## src/shared/clk_range_regs_defines.svh

```systemverilog
// Register offsets, reset values and field positions for the bank
//
// Contract
// - Tuning register resets 0x11; bit4 high gain
// - Tuning bit2 enables supply noise suppression
// - Tuning bits 1:0 one-hot delay, reset one
// - Tuning reserved bits 7:5, 3 reset zero
// - Report 24-bit read-only SYSREF edge position
// - Input A fullscale code, resets 0xA000
// - Input B fullscale code, independent, resets 0xA000
// - Reference select bit0 picks supply reference
// - Timestamp control bit0 enables receiver
// - Timestamp control bit1 selects PECL mode
// - Timestamp control resets zero, bits 7:2 reserved
// - Pre-emphasis bits 2:0 common to 16 lanes
// - Pre-emphasis bit3 adds boost
// - Pre-emphasis register resets zero, bits 7:4 reserved
`ifndef CLK_RANGE_REGS_DEFINES_SVH
`define CLK_RANGE_REGS_DEFINES_SVH

// Byte addresses on the configuration port
`define ADDR_TUNE        15'h002B
`define ADDR_POS_0       15'h002C
`define ADDR_POS_1       15'h002D
`define ADDR_POS_2       15'h002E
`define ADDR_FSA_0       15'h0030
`define ADDR_FSA_1       15'h0031
`define ADDR_FSB_0       15'h0032
`define ADDR_FSB_1       15'h0033
`define ADDR_REFSEL      15'h0038
`define ADDR_TSTAMP      15'h003B
`define ADDR_PREEMPH     15'h0048

// Reset values
`define RST_TUNE         8'h11
`define RST_FULLSCALE    16'hA000
`define RST_REFSEL       8'h00
`define RST_TSTAMP       8'h00
`define RST_PREEMPH      8'h00
`define RST_POSITION     24'h000000

// Field positions
`define BIT_FB_GAIN      4
`define BIT_NOISE_SUPPR  2
`define BIT_DELAY_HI     1
`define BIT_DELAY_LO     0
`define BIT_REF_BYPASS   0
`define BIT_TS_RECV      0
`define BIT_TS_PECL      1
`define BIT_PE_BOOST     3
`define BIT_PE_HI        2
`define BIT_PE_LO        0

`endif

```

## src/shared/clk_range_regs_pkg.sv

```systemverilog
// Types shared by the clock, range and serializer register bank
package clk_range_regs_pkg;

  // Configuration port access from the serial front end
  typedef struct packed {
    logic        wr_en;   // One-cycle write strobe
    logic        rd_en;   // One-cycle read strobe
    logic [14:0] addr;    // Byte address
    logic [7:0]  wdata;   // Write byte
  } cfg_req_t;

  // Read answer toward the serial front end
  typedef struct packed {
    logic       rvalid;   // One-cycle read answer strobe
    logic       hit;      // Address belonged to this bank
    logic [7:0] rdata;    // Read byte
  } cfg_rsp_t;

  // Settings driven into the analog and serializer circuits
  typedef struct packed {
    logic        feedback_high_gain;
    logic        supply_noise_suppress_en;
    logic [1:0]  sample_clock_delay;
    logic [15:0] input_a_fullscale;
    logic [15:0] input_b_fullscale;
    logic        reference_bypass;
    logic        timestamp_receiver_en;
    logic        timestamp_pecl_mode;
    logic [2:0]  lane_preemphasis;
    logic        lane_preemphasis_boost;
  } analog_ctrl_t;

endpackage : clk_range_regs_pkg

```

## src/core/clk_range_regs.sv

```systemverilog
// Clock tuning, fullscale range, reference, timestamp and lane register bank
`timescale 1ns/1ps
`default_nettype none
`include "clk_range_regs_defines.svh"

module clk_range_regs #(
  parameter int POS_W = 24                  // Capture position width
) (
  input  wire logic                             clk,
  input  wire logic                             rst_b,
  input  wire clk_range_regs_pkg::cfg_req_t     cfg_req,
  output var  clk_range_regs_pkg::cfg_rsp_t     cfg_rsp,
  input  wire logic                             capture_valid,
  input  wire logic [POS_W-1:0]                 sysref_edge_position,
  output var  clk_range_regs_pkg::analog_ctrl_t analog_ctrl
);
  import clk_range_regs_pkg::*;

  // Stored registers
  logic [7:0]       tune_reg;       // Sampling clock tuning
  logic [15:0]      fsa_reg;        // Input A fullscale code
  logic [15:0]      fsb_reg;        // Input B fullscale code
  logic [7:0]       refsel_reg;     // Reference source select
  logic [7:0]       tstamp_reg;     // Timestamp input control
  logic [7:0]       preemph_reg;    // Serializer pre-emphasis
  logic [POS_W-1:0] pos_reg;        // Captured SYSREF position

  // Address decode
  wire logic wr        = cfg_req.wr_en;
  wire logic [14:0] a  = cfg_req.addr;
  wire logic hit_tune  = (a == `ADDR_TUNE);
  wire logic hit_pos0  = (a == `ADDR_POS_0);
  wire logic hit_pos1  = (a == `ADDR_POS_1);
  wire logic hit_pos2  = (a == `ADDR_POS_2);
  wire logic hit_fsa0  = (a == `ADDR_FSA_0);
  wire logic hit_fsa1  = (a == `ADDR_FSA_1);
  wire logic hit_fsb0  = (a == `ADDR_FSB_0);
  wire logic hit_fsb1  = (a == `ADDR_FSB_1);
  wire logic hit_ref   = (a == `ADDR_REFSEL);
  wire logic hit_ts    = (a == `ADDR_TSTAMP);
  wire logic hit_pe    = (a == `ADDR_PREEMPH);
  wire logic hit_any   = hit_tune | hit_pos0 | hit_pos1 | hit_pos2 |
                         hit_fsa0 | hit_fsa1 | hit_fsb0 | hit_fsb1 |
                         hit_ref  | hit_ts   | hit_pe;

  // Read data selection, position is read-only
  wire logic [7:0] rd_sel =
    hit_tune ? tune_reg :
    hit_pos0 ? pos_reg[7:0] :
    hit_pos1 ? pos_reg[15:8] :
    hit_pos2 ? pos_reg[23:16] :
    hit_fsa0 ? fsa_reg[7:0] :
    hit_fsa1 ? fsa_reg[15:8] :
    hit_fsb0 ? fsb_reg[7:0] :
    hit_fsb1 ? fsb_reg[15:8] :
    hit_ref  ? refsel_reg :
    hit_ts   ? tstamp_reg :
    hit_pe   ? preemph_reg : 8'h00;

  // Tuning register, whole byte stored including reserved bits
  always_ff @(posedge clk or negedge rst_b) begin
    if (!rst_b) begin
      tune_reg <= `RST_TUNE;
    end else if (wr && hit_tune) begin
      tune_reg <= cfg_req.wdata;
    end
  end

  // Fullscale codes, byte-wise, each input separate
  always_ff @(posedge clk or negedge rst_b) begin
    if (!rst_b) begin
      fsa_reg <= `RST_FULLSCALE;
      fsb_reg <= `RST_FULLSCALE;
    end else begin
      if (wr && hit_fsa0) fsa_reg[7:0]  <= cfg_req.wdata;
      if (wr && hit_fsa1) fsa_reg[15:8] <= cfg_req.wdata;
      if (wr && hit_fsb0) fsb_reg[7:0]  <= cfg_req.wdata;
      if (wr && hit_fsb1) fsb_reg[15:8] <= cfg_req.wdata;
    end
  end

  // Reference, timestamp and pre-emphasis registers
  always_ff @(posedge clk or negedge rst_b) begin
    if (!rst_b) begin
      refsel_reg  <= `RST_REFSEL;
      tstamp_reg  <= `RST_TSTAMP;
      preemph_reg <= `RST_PREEMPH;
    end else begin
      if (wr && hit_ref) refsel_reg  <= cfg_req.wdata;
      if (wr && hit_ts)  tstamp_reg  <= cfg_req.wdata;
      if (wr && hit_pe)  preemph_reg <= cfg_req.wdata;
    end
  end

  // Capture position, held until the next capture
  always_ff @(posedge clk or negedge rst_b) begin
    if (!rst_b) begin
      pos_reg <= `RST_POSITION;
    end else if (capture_valid) begin
      pos_reg <= sysref_edge_position;
    end
  end

  // Read answer, one cycle after the strobe
  always_ff @(posedge clk or negedge rst_b) begin
    if (!rst_b) begin
      cfg_rsp <= '0;
    end else begin
      cfg_rsp.rvalid <= cfg_req.rd_en;
      cfg_rsp.hit    <= cfg_req.rd_en & hit_any;
      cfg_rsp.rdata  <= cfg_req.rd_en ? rd_sel : 8'h00;
    end
  end

  // Analog controls, only documented bits drive them
  always_ff @(posedge clk or negedge rst_b) begin
    if (!rst_b) begin
      analog_ctrl <= '0;
    end else begin
      analog_ctrl.feedback_high_gain       <= tune_reg[`BIT_FB_GAIN];
      analog_ctrl.supply_noise_suppress_en <=
        tune_reg[`BIT_NOISE_SUPPR];
      analog_ctrl.sample_clock_delay       <=
        tune_reg[`BIT_DELAY_HI:`BIT_DELAY_LO];
      analog_ctrl.input_a_fullscale        <= fsa_reg;
      analog_ctrl.input_b_fullscale        <= fsb_reg;
      analog_ctrl.reference_bypass         <=
        refsel_reg[`BIT_REF_BYPASS];
      analog_ctrl.timestamp_receiver_en    <= tstamp_reg[`BIT_TS_RECV];
      analog_ctrl.timestamp_pecl_mode      <= tstamp_reg[`BIT_TS_PECL];
      analog_ctrl.lane_preemphasis         <=
        preemph_reg[`BIT_PE_HI:`BIT_PE_LO];
      analog_ctrl.lane_preemphasis_boost   <=
        preemph_reg[`BIT_PE_BOOST];
    end
  end

endmodule : clk_range_regs
`default_nettype wire

```

## config.mk

```make
export PLATFORM = sky130hd
export DESIGN_NAME = clk_range_regs
export DESIGN_NICKNAME = d
export VERILOG_FILES = /design/src/shared/clk_range_regs_pkg.sv /design/src/core/clk_range_regs.sv
export VERILOG_INCLUDE_DIRS = /design/src /design/src/shared
export SDC_FILE = /design/constraint.sdc
export NUM_CORES = 1
export LEC_CHECK = 0
export BUFFER_PORTS_ARGS = -buffer_cell sky130_fd_sc_hd__buf_4
export CORE_ASPECT_RATIO = 0.75
export CORE_MARGIN = 2
export CORE_UTILIZATION = 45
export DETAILED_ROUTE_END_ITERATION = 16
export PLACE_DENSITY = 0.71
export REMOVE_ABC_BUFFERS = 1
export SYNTH_ARGS = -nofsm -noshare
export SYNTH_HDL_FRONTEND = slang
export SYNTH_SLANG_ARGS = --single-unit
```

## constraint.sdc

```tcl
create_clock -name clk -period 2.95 [get_ports clk]
set_clock_uncertainty 0.15 [all_clocks]
set_input_delay 0 -clock clk [delete_from_list [all_inputs] [get_ports clk]]
set_output_delay 0 -clock clk [all_outputs]
set_load 0.005 [all_outputs]
```

; ---- Word-level counts from Yosys, hierarchy flattened
; Cells that the tools add are included.
[word_totals]
elab_cells = 64
out_inout_bits = 53
inputBits = 52
reg_bits = 141
[classes]
bitwise_logic = 11
n_mux = 12
n_eq_ne = 11
n_reduce_logical = 8
[ops]
columns = operator, count
row1 = "15-bit by 6-bit == test with 1-bit output, second input constant", 10
row2 = 8-bit 2-to-1 mux, 12
row3 = "15-bit by 7-bit == test with 1-bit output, second input constant", 1
row4 = 1-bit OR, 10
row5 = 1-bit logical AND, 8
row6 = 1-bit AND, 1

; ---- Logic depth before layout (Yosys ltp)
; Gate-level depths: netlist of the first run.
[depth]
word_depth = 13
mapped_depth = 8
depth_no_buf = 6

; ---- Least setup slack after synthesis of the first run
; OpenSTA, ideal clock, no wires.
[synth_timing]
path_type = input-to-reg
start = input cfg_req[20] in the netlist's numbering
end = register cfg_rsp[5] in the netlist's numbering
arrival_time_ns = 1.886
setup_time_ns = 0.119
cell_stages = 7
slack_ns = 0.796
path_buffers = 1
required_ns = 2.681
path_cell_list = or4_4 buf_6 or4_4 a2111oi_4 a211o_1 a211oi_1 o21a_1
[synth_via]
elab_chain_cells = 13
elab_cells_between_ends = 23
cone_classes = 11 x eq/ne / 12 x mux
[synth_rtl]
columns = element, line
row1 = from (decl), clk_range_regs.sv:11  ; input wire clk_range_regs_pkg::cfg_req_t cfg_req,
row2 = 15-bit by 7-bit == test with 1-bit output (no source line), n/a
row3 = 8-bit 2-to-1 mux, clk_range_regs.sv:58  ; hit_pe ? preemph_reg : 8'h00;
row4 = 8-bit 2-to-1 mux, clk_range_regs.sv:57  ; hit_ts ? tstamp_reg :
row5 = 8-bit 2-to-1 mux, clk_range_regs.sv:56  ; hit_ref ? refsel_reg :
row6 = 8-bit 2-to-1 mux, clk_range_regs.sv:55  ; hit_fsb1 ? fsb_reg[15:8] :
row7 = 8-bit 2-to-1 mux, clk_range_regs.sv:54  ; hit_fsb0 ? fsb_reg[7:0] :
row8 = 8-bit 2-to-1 mux, clk_range_regs.sv:53  ; hit_fsa1 ? fsa_reg[15:8] :
row9 = 8-bit 2-to-1 mux, clk_range_regs.sv:52  ; hit_fsa0 ? fsa_reg[7:0] :
row10 = 8-bit 2-to-1 mux, clk_range_regs.sv:51  ; hit_pos2 ? pos_reg[23:16] :
row11 = 8-bit 2-to-1 mux, clk_range_regs.sv:50  ; hit_pos1 ? pos_reg[15:8] :
row12 = 8-bit 2-to-1 mux, clk_range_regs.sv:49  ; hit_pos0 ? pos_reg[7:0] :
row13 = 8-bit 2-to-1 mux (*), clk_range_regs.sv:48  ; hit_tune ? tune_reg :
row14 = 8-bit 2-to-1 mux (*), clk_range_regs.sv:111  ; cfg_rsp.rdata <= cfg_req.rd_en ? rd_sel : 8'h00;
row15 = to (decl), clk_range_regs.sv:12  ; output var clk_range_regs_pkg::cfg_rsp_t cfg_rsp,
; Every way passes the cells marked *; elsewhere a longest branch is shown, timed or not.
; A chain may end at the register's enable or synchronous reset.

; ---- Final worst setup path of the first run
[layout_timing]
start = input cfg_req[11] in the netlist's numbering
end = register cfg_rsp[3] in the netlist's numbering
; The elaborated chain is that of the path after synthesis.

==> impl_results.md, run 1 <==
- ANT cells: 0
- Fmax: between 300 and 400 MHz
- Vias in the first global route: between 4,000 and 5,000
- Post-synth top area share: 0.580
- Core area: 12,400 µm²
- CP startpoint kind: input pin
- CTS tree: yes
- Sinks on Clock Net: approximately 140
- Floorplan row count: 35
- H-tree lvl count: 4
- DP Worst Slack: slightly above 0.5 ns
- Gp weighted congestion: approximately 0.95
- Tightest Pin Transition: between 1 and 1.5 ns
- P_leak: between 3 and 4 nW
- Residual DRC: 0
- Fin. max-slew vios: 0
- Min cycle time layout: between 2 and 3 ns
- Critical-path cell list: dlygate4sd3_1 > buf_4 > nand4b_1 > nor2_1 > o21ai_0 > o21ai_0 > a221oi_1 > a21oi_1
- Rel. slew slack: 0.282
- Crit path required time: around 3.1 ns
- Syn Std Cell Area: approximately 5800 µm²
- Cell family with most CP delay: compound AO/OA/AOI/OAI gates
- Global-route wire length before repair: 26.1 mm
- Class of the worst hold path: in -> reg
- Sw power: 1.06 mW
- VDD IR max: approximately 0.48 mV
- Seq/Total Area, Yosys: 0.607
- DR vias/cell: around 5.6
- Int Pwr: ~3.7 mW
- Longest Clk Path Bufs: 2
- Yosys warns: 0
- Reg clk slew, reported paths: ~0.06 ns
- Post-Route WL: between 15 and 20 mm
- Clock Tree Root: clkbuf_16
- Max FFs per register: between 40 and 50
- Wire per inst: ~21 µm
- Setup ws final: about 0.43 ns
- Die Span Y: about 100 µm
- Max Cap Viol: 0
- Comb pwr share: 0.073
- Gr ovfl total: 0
- Setup repair after global routing missed its margin: false
- Post-synth top flop: dfrtp_1
- Final net count: 663
- Tot Pwr: between 4 and 5 mW
- Final hold vios: 0
- Sw frac: 0.223
- Final Cycle Share: 0.856
- CP endpoint kind: flip-flop
- Final Core Density: 0.656
- Setup_tns: 0 ns
- Worst Path Buf+Inv: 2
- Non-Filler Instances: about 800
- Post-synthesis async set-or-reset flop share: 1.00
- Slowest stage delay, CP: roughly 0.6 ns
- Yosys cell types: 52
- WP data arrival: around 2.6 ns
- Final setup violation count: 0
- Clock share of power: 0.508
- Antenna violations before repair: 0
- Post-CTS Resized: 0
- Die area: approximately 14,000 µm²
- Worst-skew pair later-pin latency: 0.42 ns
- Most used cell, CP: o21ai_0
- Power Density: about 600 nW/µm²
- Synth-to-Final Area Change: 40.1%
- Post-synth EDFFs: 0
- Leading cell type in the layout, fill and taps excluded: dfrtp_1
- Crit-path max FO: 10
- DR pass1 iterations: 4
- Placed cell count: 696
- Post-DP HPWL: approximately 11 mm
- PortBufs: ~100
- Vias: roughly 4,400
- Synthesized netlist cell count: 427
- Flop pwr share: 0.419
- Status: complete, no violations
- Filler instances: approximately 960
- GRT Util Overall: 0.258
- Avg Cell Area, Syn: between 10 and 15 µm²
- Synth top area cells: dfrtp_1 (58%), mux2_2 (18%), dfstp_2 (2.7%), a221oi_1 (1.5%), a21oi_1 (1.5%)
- Most frequent cells in the layout: dfrtp_1 (135), buf_4 (120), mux2_2 (93)
- Area leader, netlist: dfrtp_1
- Die Wd: 135 µm
- Crit Path Class: in -> reg
- Routed Antenna Nets: 0
- Inserted Clock Buffers: 17
- Yosys reg bits: 141
- Initial core utilization: 0.468
- Crit-path slowest cell: o21ai_0
- Fraction of layout cells with a size suffix above 1: 0.428
- Drt initial violations: between 200 and 300
- Largest net degree at the start of global routing: 80
- IO Pins: ~110
## cell usage after synthesis (3+ instances only)
cell and n:
dfrtp_1 135, mux2_2 93, a21oi_1 17, nand3_1 15, nand2_1 14, nor2_1 13
nor3_1 13, clkbuf_1 11, o21ai_0 11, a221oi_1 10, dfstp_2 6, o22ai_1 6
or3_1 6, a22oi_1 5, o211ai_1 5, buf_2 4, inv_1 4, nand2b_1 4
nand4_1 3, nor2b_1 3, or4_4 3
## power by group through the flow
stage / logic [mW] / registers, mW / clock network (mW)
global placement: 0.251 / 2.03 / 0
CTS: 0.342 / 1.99 / 2.44
floorplan: 0.0903 / 2.02 / 0
detailed placement: 0.254 / 2.03 / 0
global route: 0.377 / 2.00 / 2.53
finish: 0.345 / 1.99 / 2.42
## path summary, 6_finish.rpt
path / from / to / slack, ns / cells after the start
max: cfg_req[11] / cfg_rsp[3] / 0.43 / 8
max reg2reg: fsb_reg[3] / cfg_rsp[3] / 1.23 / 4
min: cfg_req[24] / fsb_reg[14] / 0.02 / 4
max in group asynchronous: rst_b / analog_ctrl[31] / 0.45 / 4
min reg2reg: tstamp_reg[1] / analog_ctrl[4] / 0.25 / 0
min in group asynchronous: rst_b / fsb_reg[6] / 0.43 / 3
## layout make-up
cell class | instances | area, µm² | share of cell area
Sequential cell | 141 | 3540 | 0.433
Multi-Input combinational cell | 263 | 2180 | 0.267
Timing Repair Buffer | 184 | 1550 | 0.190
Clock buffer | 18 | 439 | 0.0538
Clock inverter | 14 | 230 | 0.0282
Tap cell | 166 | 208 | 0.0254
Inverter | 4 | 15.0 | 0.00184
## worst reg2reg max path, stage by stage (launching register included)
cell	delay [ns]
dfrtp_1	0.40
a22oi_1	0.22
o21ai_0	0.10
a221oi_1	0.53
a21oi_1	0.18
## layer usage
layer  routed length, µm  up-vias  share of wire  global-route usage
met5                   0        -              0                   0
met1                7450     2267           0.44               0.356
met2                8060      166           0.48               0.414
li1                    -     1967              -                   -
met3                1200       19          0.071              0.0575
met4                 223        0          0.013              0.0793
## metrics by stage
| step | hold slack, ns | area (µm²) |
|---|---|---|
| 2_1_floorplan | -0.446 | 5730 |
| 3_3_place_gp | -0.150 | 6870 |
| 3_5_place_dp | -0.146 | 6870 |
| 4_1_cts | 0.00477 | 8160 |
| 5_1_grt | 0.0366 | 8160 |
| 6_report | 0.0219 | 8160 |
## cell families after synthesis
group           after synthesis  share of synthesized area
buf+inv                      23                     0.0183
mux                          95                      0.183
compound gates               72                     0.0883
flops                       141                      0.607
simple gates                 96                      0.103
## timing repair
item | in CTS | in global routing
endpoints found under the hold margin | 236 | 0
hold buffers | 62 | 0
buffers inserted | 0 | 0
Note: power is estimated with default switching activity, not from simulation.
==> run 2, diff against run 1 <==
--- a/config.mk
+++ b/config.mk
@@ -11,7 +11,7 @@
 export CORE_MARGIN = 2
 export CORE_UTILIZATION = 45
 export DETAILED_ROUTE_END_ITERATION = 16
-export PLACE_DENSITY = 0.71
+export PLACE_DENSITY = 0.67
 export REMOVE_ABC_BUFFERS = 1
 export SYNTH_ARGS = -nofsm -noshare
 export SYNTH_HDL_FRONTEND = slang
==> constraint.sdc (replaced) <==
create_clock -name clk -period 2.95 [get_ports clk]
set_clock_uncertainty 0.15 [all_clocks]
set_input_delay 0.59 -clock clk [delete_from_list [all_inputs] [get_ports clk]]
set_output_delay 0.59 -clock clk [all_outputs]
set_load 0.005 [all_outputs]
==> impl_results.md, run 2 (synthesized netlist as in run 1, its figures left out) <==
- Final net count: 636 (-4.1%)
- Crit Path Class: in -> reg
- Sinks on Clock Net: 141 (unchanged)
- Leading cell type in the layout, fill and taps excluded: buf_4
- Final Cycle Share: 0.852 (-0.00399)
- Die Span Y: 103 µm (unchanged)
- Status: complete, no violations
- Routed Antenna Nets: 0 (unchanged)
- Critical-path cell list: buf_4 > or4_4 > or4_4 > a2111oi_4 > a211o_1 > a211oi_1 > o21a_1
- IO Pins: 105 (unchanged)
- Residual DRC: 0 (unchanged)
- Worst-skew pair later-pin latency: 0.42 ns (about the same)
- Crit path required time: 3.11 ns (+0.04 ns)
- Floorplan row count: 35 (unchanged)
- Synth-to-Final Area Change: 33.2%
- Drt initial violations: 238 (-20%)
- Die Wd: 135 µm (unchanged)
- Vias in the first global route: 4,279 (-6.9%)
- Fmax: 398 MHz (+0.47%)
- H-tree lvl count: 4 (unchanged)
- VDD IR max: 0.411 mV (-14%)
- CP startpoint kind: input pin
- P_leak: 3.80 nW (-3.4%)
- Largest net degree at the start of global routing: 76 (-5.0%)
- CTS tree: yes
- Most used cell, CP: or4_4
- Placed cell count: 730 (+4.9%)
- WP data arrival: 2.67 ns (+0.03 ns)
- Antenna violations before repair: 0 (unchanged)
- DP Worst Slack: 0.0315 ns (-0.488 ns)
- Non-Filler Instances: 763 (-3.4%)
- Most frequent cells in the layout: buf_4 (153), dfrtp_1 (135), mux2_2 (93)
- Global-route wire length before repair: 25.7 mm (-1.7%)
- Die area: 13,900 µm² (unchanged)
- DR pass1 iterations: 5 (+1)
- Post-CTS Resized: 0 (unchanged)
- Vias: 4,203 (-4.9%)
- Fin. max-slew vios: 0 (unchanged)
- Slowest stage delay, CP: 0.60 ns (about the same)
- Core area: 12,400 µm² (unchanged)
- Cell family with most CP delay: simple AND/OR/NAND/NOR gates
- Reg clk slew, reported paths: 0.06 ns (about the same)
- GRT Util Overall: 0.256 (-0.00120)
- Post-Route WL: 16.7 mm (-1.1%)
- Max Cap Viol: 0 (unchanged)
- Fraction of layout cells with a size suffix above 1: 0.501 (+0.0730)
- Setup_tns: 0 ns (unchanged)
- Class of the worst hold path: in -> reg
- Setup ws final: 0.437 ns (+0.0118 ns)
- CP endpoint kind: flip-flop
- Power Density: 577 nW/µm² (-0.98%)
- Longest Clk Path Bufs: 2 (unchanged)
- Final hold vios: 0 (unchanged)
- Min cycle time layout: 2.51 ns (-0.0118 ns)
- Worst Path Buf+Inv: 1 (-1)
- DR vias/cell: 5.51 (-1.5%)
- Tightest Pin Transition: 0.471 ns (-0.603 ns)
- Rel. slew slack: 0.684 (+0.402)
- Clock Tree Root: clkbuf_16
- Initial core utilization: 0.468 (unchanged)
- Crit-path max FO: 4 (-6)
- Gr ovfl total: 0 (unchanged)
- Crit-path slowest cell: or4_4
- ANT cells: 0 (unchanged)
- Final setup violation count: 0 (unchanged)
- Post-DP HPWL: 12.3 mm (+8.1%)
- Wire per inst: 21.9 µm (+2.4%)
- Gp weighted congestion: 0.881 (-7.3%)
- PortBufs: 104 (unchanged)
- Inserted Clock Buffers: 17 (unchanged)
- Filler instances: 998 (+4.5%)
- R2R Setup Slk: 1.13 ns (-0.10 ns)
- Max FFs per register: 43 (unchanged)
- Setup repair after global routing missed its margin: false
-- run 2: power breakdown --
group	internal [mW]	switching (mW)
clock network	1.36	0.848
registers	1.97	0.0302
logic	0.123	0.147
-- run 2: timing repair --
action / in CTS / in global routing
endpoints found under the hold margin: 41 / 0
hold buffers: 1 / 0
setup buffers: 0 / 0
-- run 2: final cells by class --
type                       count  area (µm²)  share of cell area
clock buffer                  20         447              0.0575
clock inverter                12         164              0.0211
inverter                       4        15.0             0.00193
multi-input combinational    263        2180               0.281
sequential                   141        3540               0.456
tap                          166         208              0.0268
timing repair buffer         157        1210               0.156
-- run 2: per-layer routing --
layer,track usage,wire (µm),part of all wire
met5,0,0,0
met4,0.0889,267,0.016
met3,0.0678,1040,0.062
met2,0.394,7710,0.46
met1,0.358,7730,0.46
-- run 2: final timing paths --
path,to,start,cells after the start
max in group asynchronous,fsb_reg[13],rst_b,3
min in group asynchronous,refsel_reg[5],rst_b,2
worst min register to register,analog_ctrl[15],fsb_reg[8],0
worst min-delay path,pos_reg[21],sysref_edge_position[21],3
worst max register to register,cfg_rsp[6],pos_reg[6],6
worst max-delay path,cfg_rsp[5],cfg_req[20],7
-- run 2: stage by stage --
| stage | hold slack (ns) | cell area [µm²] | total power [mW] | utilization |
|---|---|---|---|---|
| 6_report | 0.241 | 7760 | 4.48 | 0.624 |
| 5_1_grt | 0.231 | 7760 | 4.64 | 0.624 |
| 4_1_cts | 0.231 | 7760 | 4.52 | 0.624 |
| 3_5_place_dp | 0.235 | 7140 | 2.30 | 0.574 |
| 3_3_place_gp | 0.232 | 7140 | 2.30 | 0.574 |
| 2_1_floorplan | 0.144 | 5730 | 2.11 | - |
-- run 2: tightest hold or removal path, cell delays in order --
cell	delay (ns)
buf_4	0.08
nand2_1	0.04
o21ai_0	0.06
==> run 3, diff against run 2 <==
--- a/config.mk
+++ b/config.mk
@@ -11,7 +11,7 @@
 export CORE_MARGIN = 2
 export CORE_UTILIZATION = 45
 export DETAILED_ROUTE_END_ITERATION = 16
-export PLACE_DENSITY = 0.67
+export PLACE_DENSITY = 0.64
 export REMOVE_ABC_BUFFERS = 1
 export SYNTH_ARGS = -nofsm -noshare
 export SYNTH_HDL_FRONTEND = slang
==> impl_results.md, run 3 (synthesized netlist as in run 1, its figures left out) <==
- CP startpoint kind: input pin
- Die Wd: 135 µm (unchanged)
- Fin. max-slew vios: 0 (unchanged)
- Longest Clk Path Bufs: 2 (unchanged)
- CP endpoint kind: flip-flop
- CTS tree: yes
- Crit Path Class: in -> reg
- Status: complete, no violations
- Tot Pwr: 4.44 mW (-0.90%)
- Global-route wire length before repair: 24.9 mm (-2.8%)
- Cts hold-fix bufs: 0 (-1)
- Most used cell, CP: or4_4
- Fraction of layout cells with a size suffix above 1: 0.493 (-0.00766)
- Die Span Y: 103 µm (unchanged)
- Max FFs per register: 43 (unchanged)
- Final hold vios: 0 (unchanged)
- Final Core Density: 0.618 (-0.00604)
- Max Cap Viol: 0 (unchanged)
- Critical-path cell list: buf_4 > or4_4 > or4_4 > a2111oi_4 > a211o_1 > a211oi_1 > o21a_1
- Min cycle time layout: 2.47 ns (-0.0477 ns)
- Antenna violations before repair: 0 (unchanged)
- Sw power: 987 µW (-3.8%)
- Fmax: 406 MHz (+1.9%)
- Crit path required time: 3.10 ns (about the same)
- Inserted Clock Buffers: 17 (unchanged)
- Leading cell type in the layout, fill and taps excluded: buf_4
- R2R Setup Slk: 1.19 ns (+0.06 ns)
- Comb pwr share: 0.060 (about the same)
- Class of the worst hold path: in -> async
- GRT Util Overall: 0.245 (-0.0116)
- Post-Route WL: 15.8 mm (-5.5%)
- Synth-to-Final Area Change: 32.0%
- Routed Antenna Nets: 0 (unchanged)
- Gp weighted congestion: 0.917 (+4.2%)
- Final net count: 625 (-1.7%)
- R2R cell count: 6 (unchanged)
- DR vias/cell: 5.63 (+2.2%)
- Drt initial violations: 278 (+17%)
- DP Worst Slack: 0.0885 ns (+0.0571 ns)
- Power Density: 577 nW/µm² (about the same)
- Setup ws final: 0.485 ns (+0.0477 ns)
- Post-CTS Setup Inserts: 0 (unchanged)
- PortBufs: 104 (unchanged)
- Final Cycle Share: 0.836 (-0.0162)
- Crit-path slowest cell: or4_4
- IO Pins: 105 (unchanged)
- Vias in the first global route: 4,244 (-0.82%)
- Clock share of power: 0.490 (-0.003)
- Setup repair after global routing missed its margin: false
- Floorplan row count: 35 (unchanged)
- ANT cells: 0 (unchanged)
- Tightest Pin Transition: 0.546 ns (+0.0754 ns)
- Die area: 13,900 µm² (unchanged)
- Int Pwr: 3.45 mW (about the same)
- H-tree lvl count: 4 (unchanged)
- Flop pwr share: 0.450 (+0.003)
- DR pass1 iterations: 5 (unchanged)
- WP data arrival: 2.62 ns (-0.05 ns)
- Sinks on Clock Net: 141 (unchanged)
- Most frequent cells in the layout: buf_4 (142), dfrtp_1 (135), mux2_2 (93)
- Initial core utilization: 0.468 (unchanged)
- Reg2Reg Capture Point: cfg_rsp[6]
- VDD IR max: 0.384 mV (-6.7%)
- Core area: 12,400 µm² (unchanged)
- Slowest stage delay, CP: 0.60 ns (about the same)
- P_leak: 3.76 nW (-1.1%)
- Rel. slew slack: 0.636 (-0.0478)
- Gr ovfl total: 0 (unchanged)
- Wire per inst: 21.0 µm (-4.1%)
- Final setup violation count: 0 (unchanged)
- Setup_tns: 0 ns (unchanged)
- Reg clk slew, reported paths: 0.06 ns (about the same)
- Vias: 4,233 (+0.71%)
- Launching point of the worst reg2reg path: pos_reg[6]
- Post-DP HPWL: 11.6 mm (-5.6%)
- Largest net degree at the start of global routing: 63 (-17%)
- Worst-skew pair later-pin latency: 0.41 ns (about the same)
- WHS: 0.00659 ns (-0.234 ns)
- Post-CTS Resized: 0 (unchanged)
- Sw frac: 0.222 (-0.00663)
- Crit-path max FO: 5 (+1)
- Residual DRC: 0 (unchanged)
- Clock Tree Root: clkbuf_16
-- run 3: worst max path at each step --
stage	endpoint	start	slack, ns	cells after the start
after global routing	cfg_rsp[5]	cfg_req[20]	0.44	7
after CTS	cfg_rsp[5]	cfg_req[20]	0.51	7
after global placement	cfg_rsp[4]	cfg_req[20]	0.10	7
final	cfg_rsp[5]	cfg_req[20]	0.48	7
after floorplan	cfg_rsp[2]	cfg_req[20]	0.14	6
after detailed placement	cfg_rsp[5]	cfg_req[20]	0.09	7
-- run 3: cell type report --
type	instances	area [µm²]
fillers	1024	4750
inverters	4	15.0
repair buffers	146	1140
flip-flops and latches	141	3540
clock inverters	12	161
well taps	166	208
clock buffers	20	447
multi-input cells	263	2180
-- run 3: per-stage QoR --
stage	instance area, µm²	instances
finish	7690	752
global route	7690	752
CTS	7690	752
detailed placement	7080	720
global placement	7080	720
floorplan	5730	408
-- run 3: power groups by stage --
stage / Clock (mW) / Sequential, mW / Combinational [mW]
2_1_floorplan: 0 / 2.02 / 0.0903
3_3_place_gp: 0 / 2.03 / 0.265
3_5_place_dp: 0 / 2.03 / 0.269
4_1_cts: 2.22 / 2.00 / 0.270
5_1_grt: 2.30 / 2.00 / 0.296
6_report: 2.17 / 2.00 / 0.267
-- run 3: worst max-delay path: cells and delay by family --
kind | cells | cell delay [ns]
compound gates | 4 | 0.74
buf+inv | 1 | 0.11
simple gates | 2 | 1.17
-- run 3: routing by layer --
| layer | GRT usage | vias up | part of all wire |
|---|---|---|---|
| met5 | 0 | - | 0 |
| met4 | 0.0609 | 0 | 0.0097 |
| met3 | 0.0506 | 16 | 0.055 |
| met2 | 0.367 | 148 | 0.45 |
| met1 | 0.368 | 2176 | 0.48 |
| li1 | - | 1893 | - |
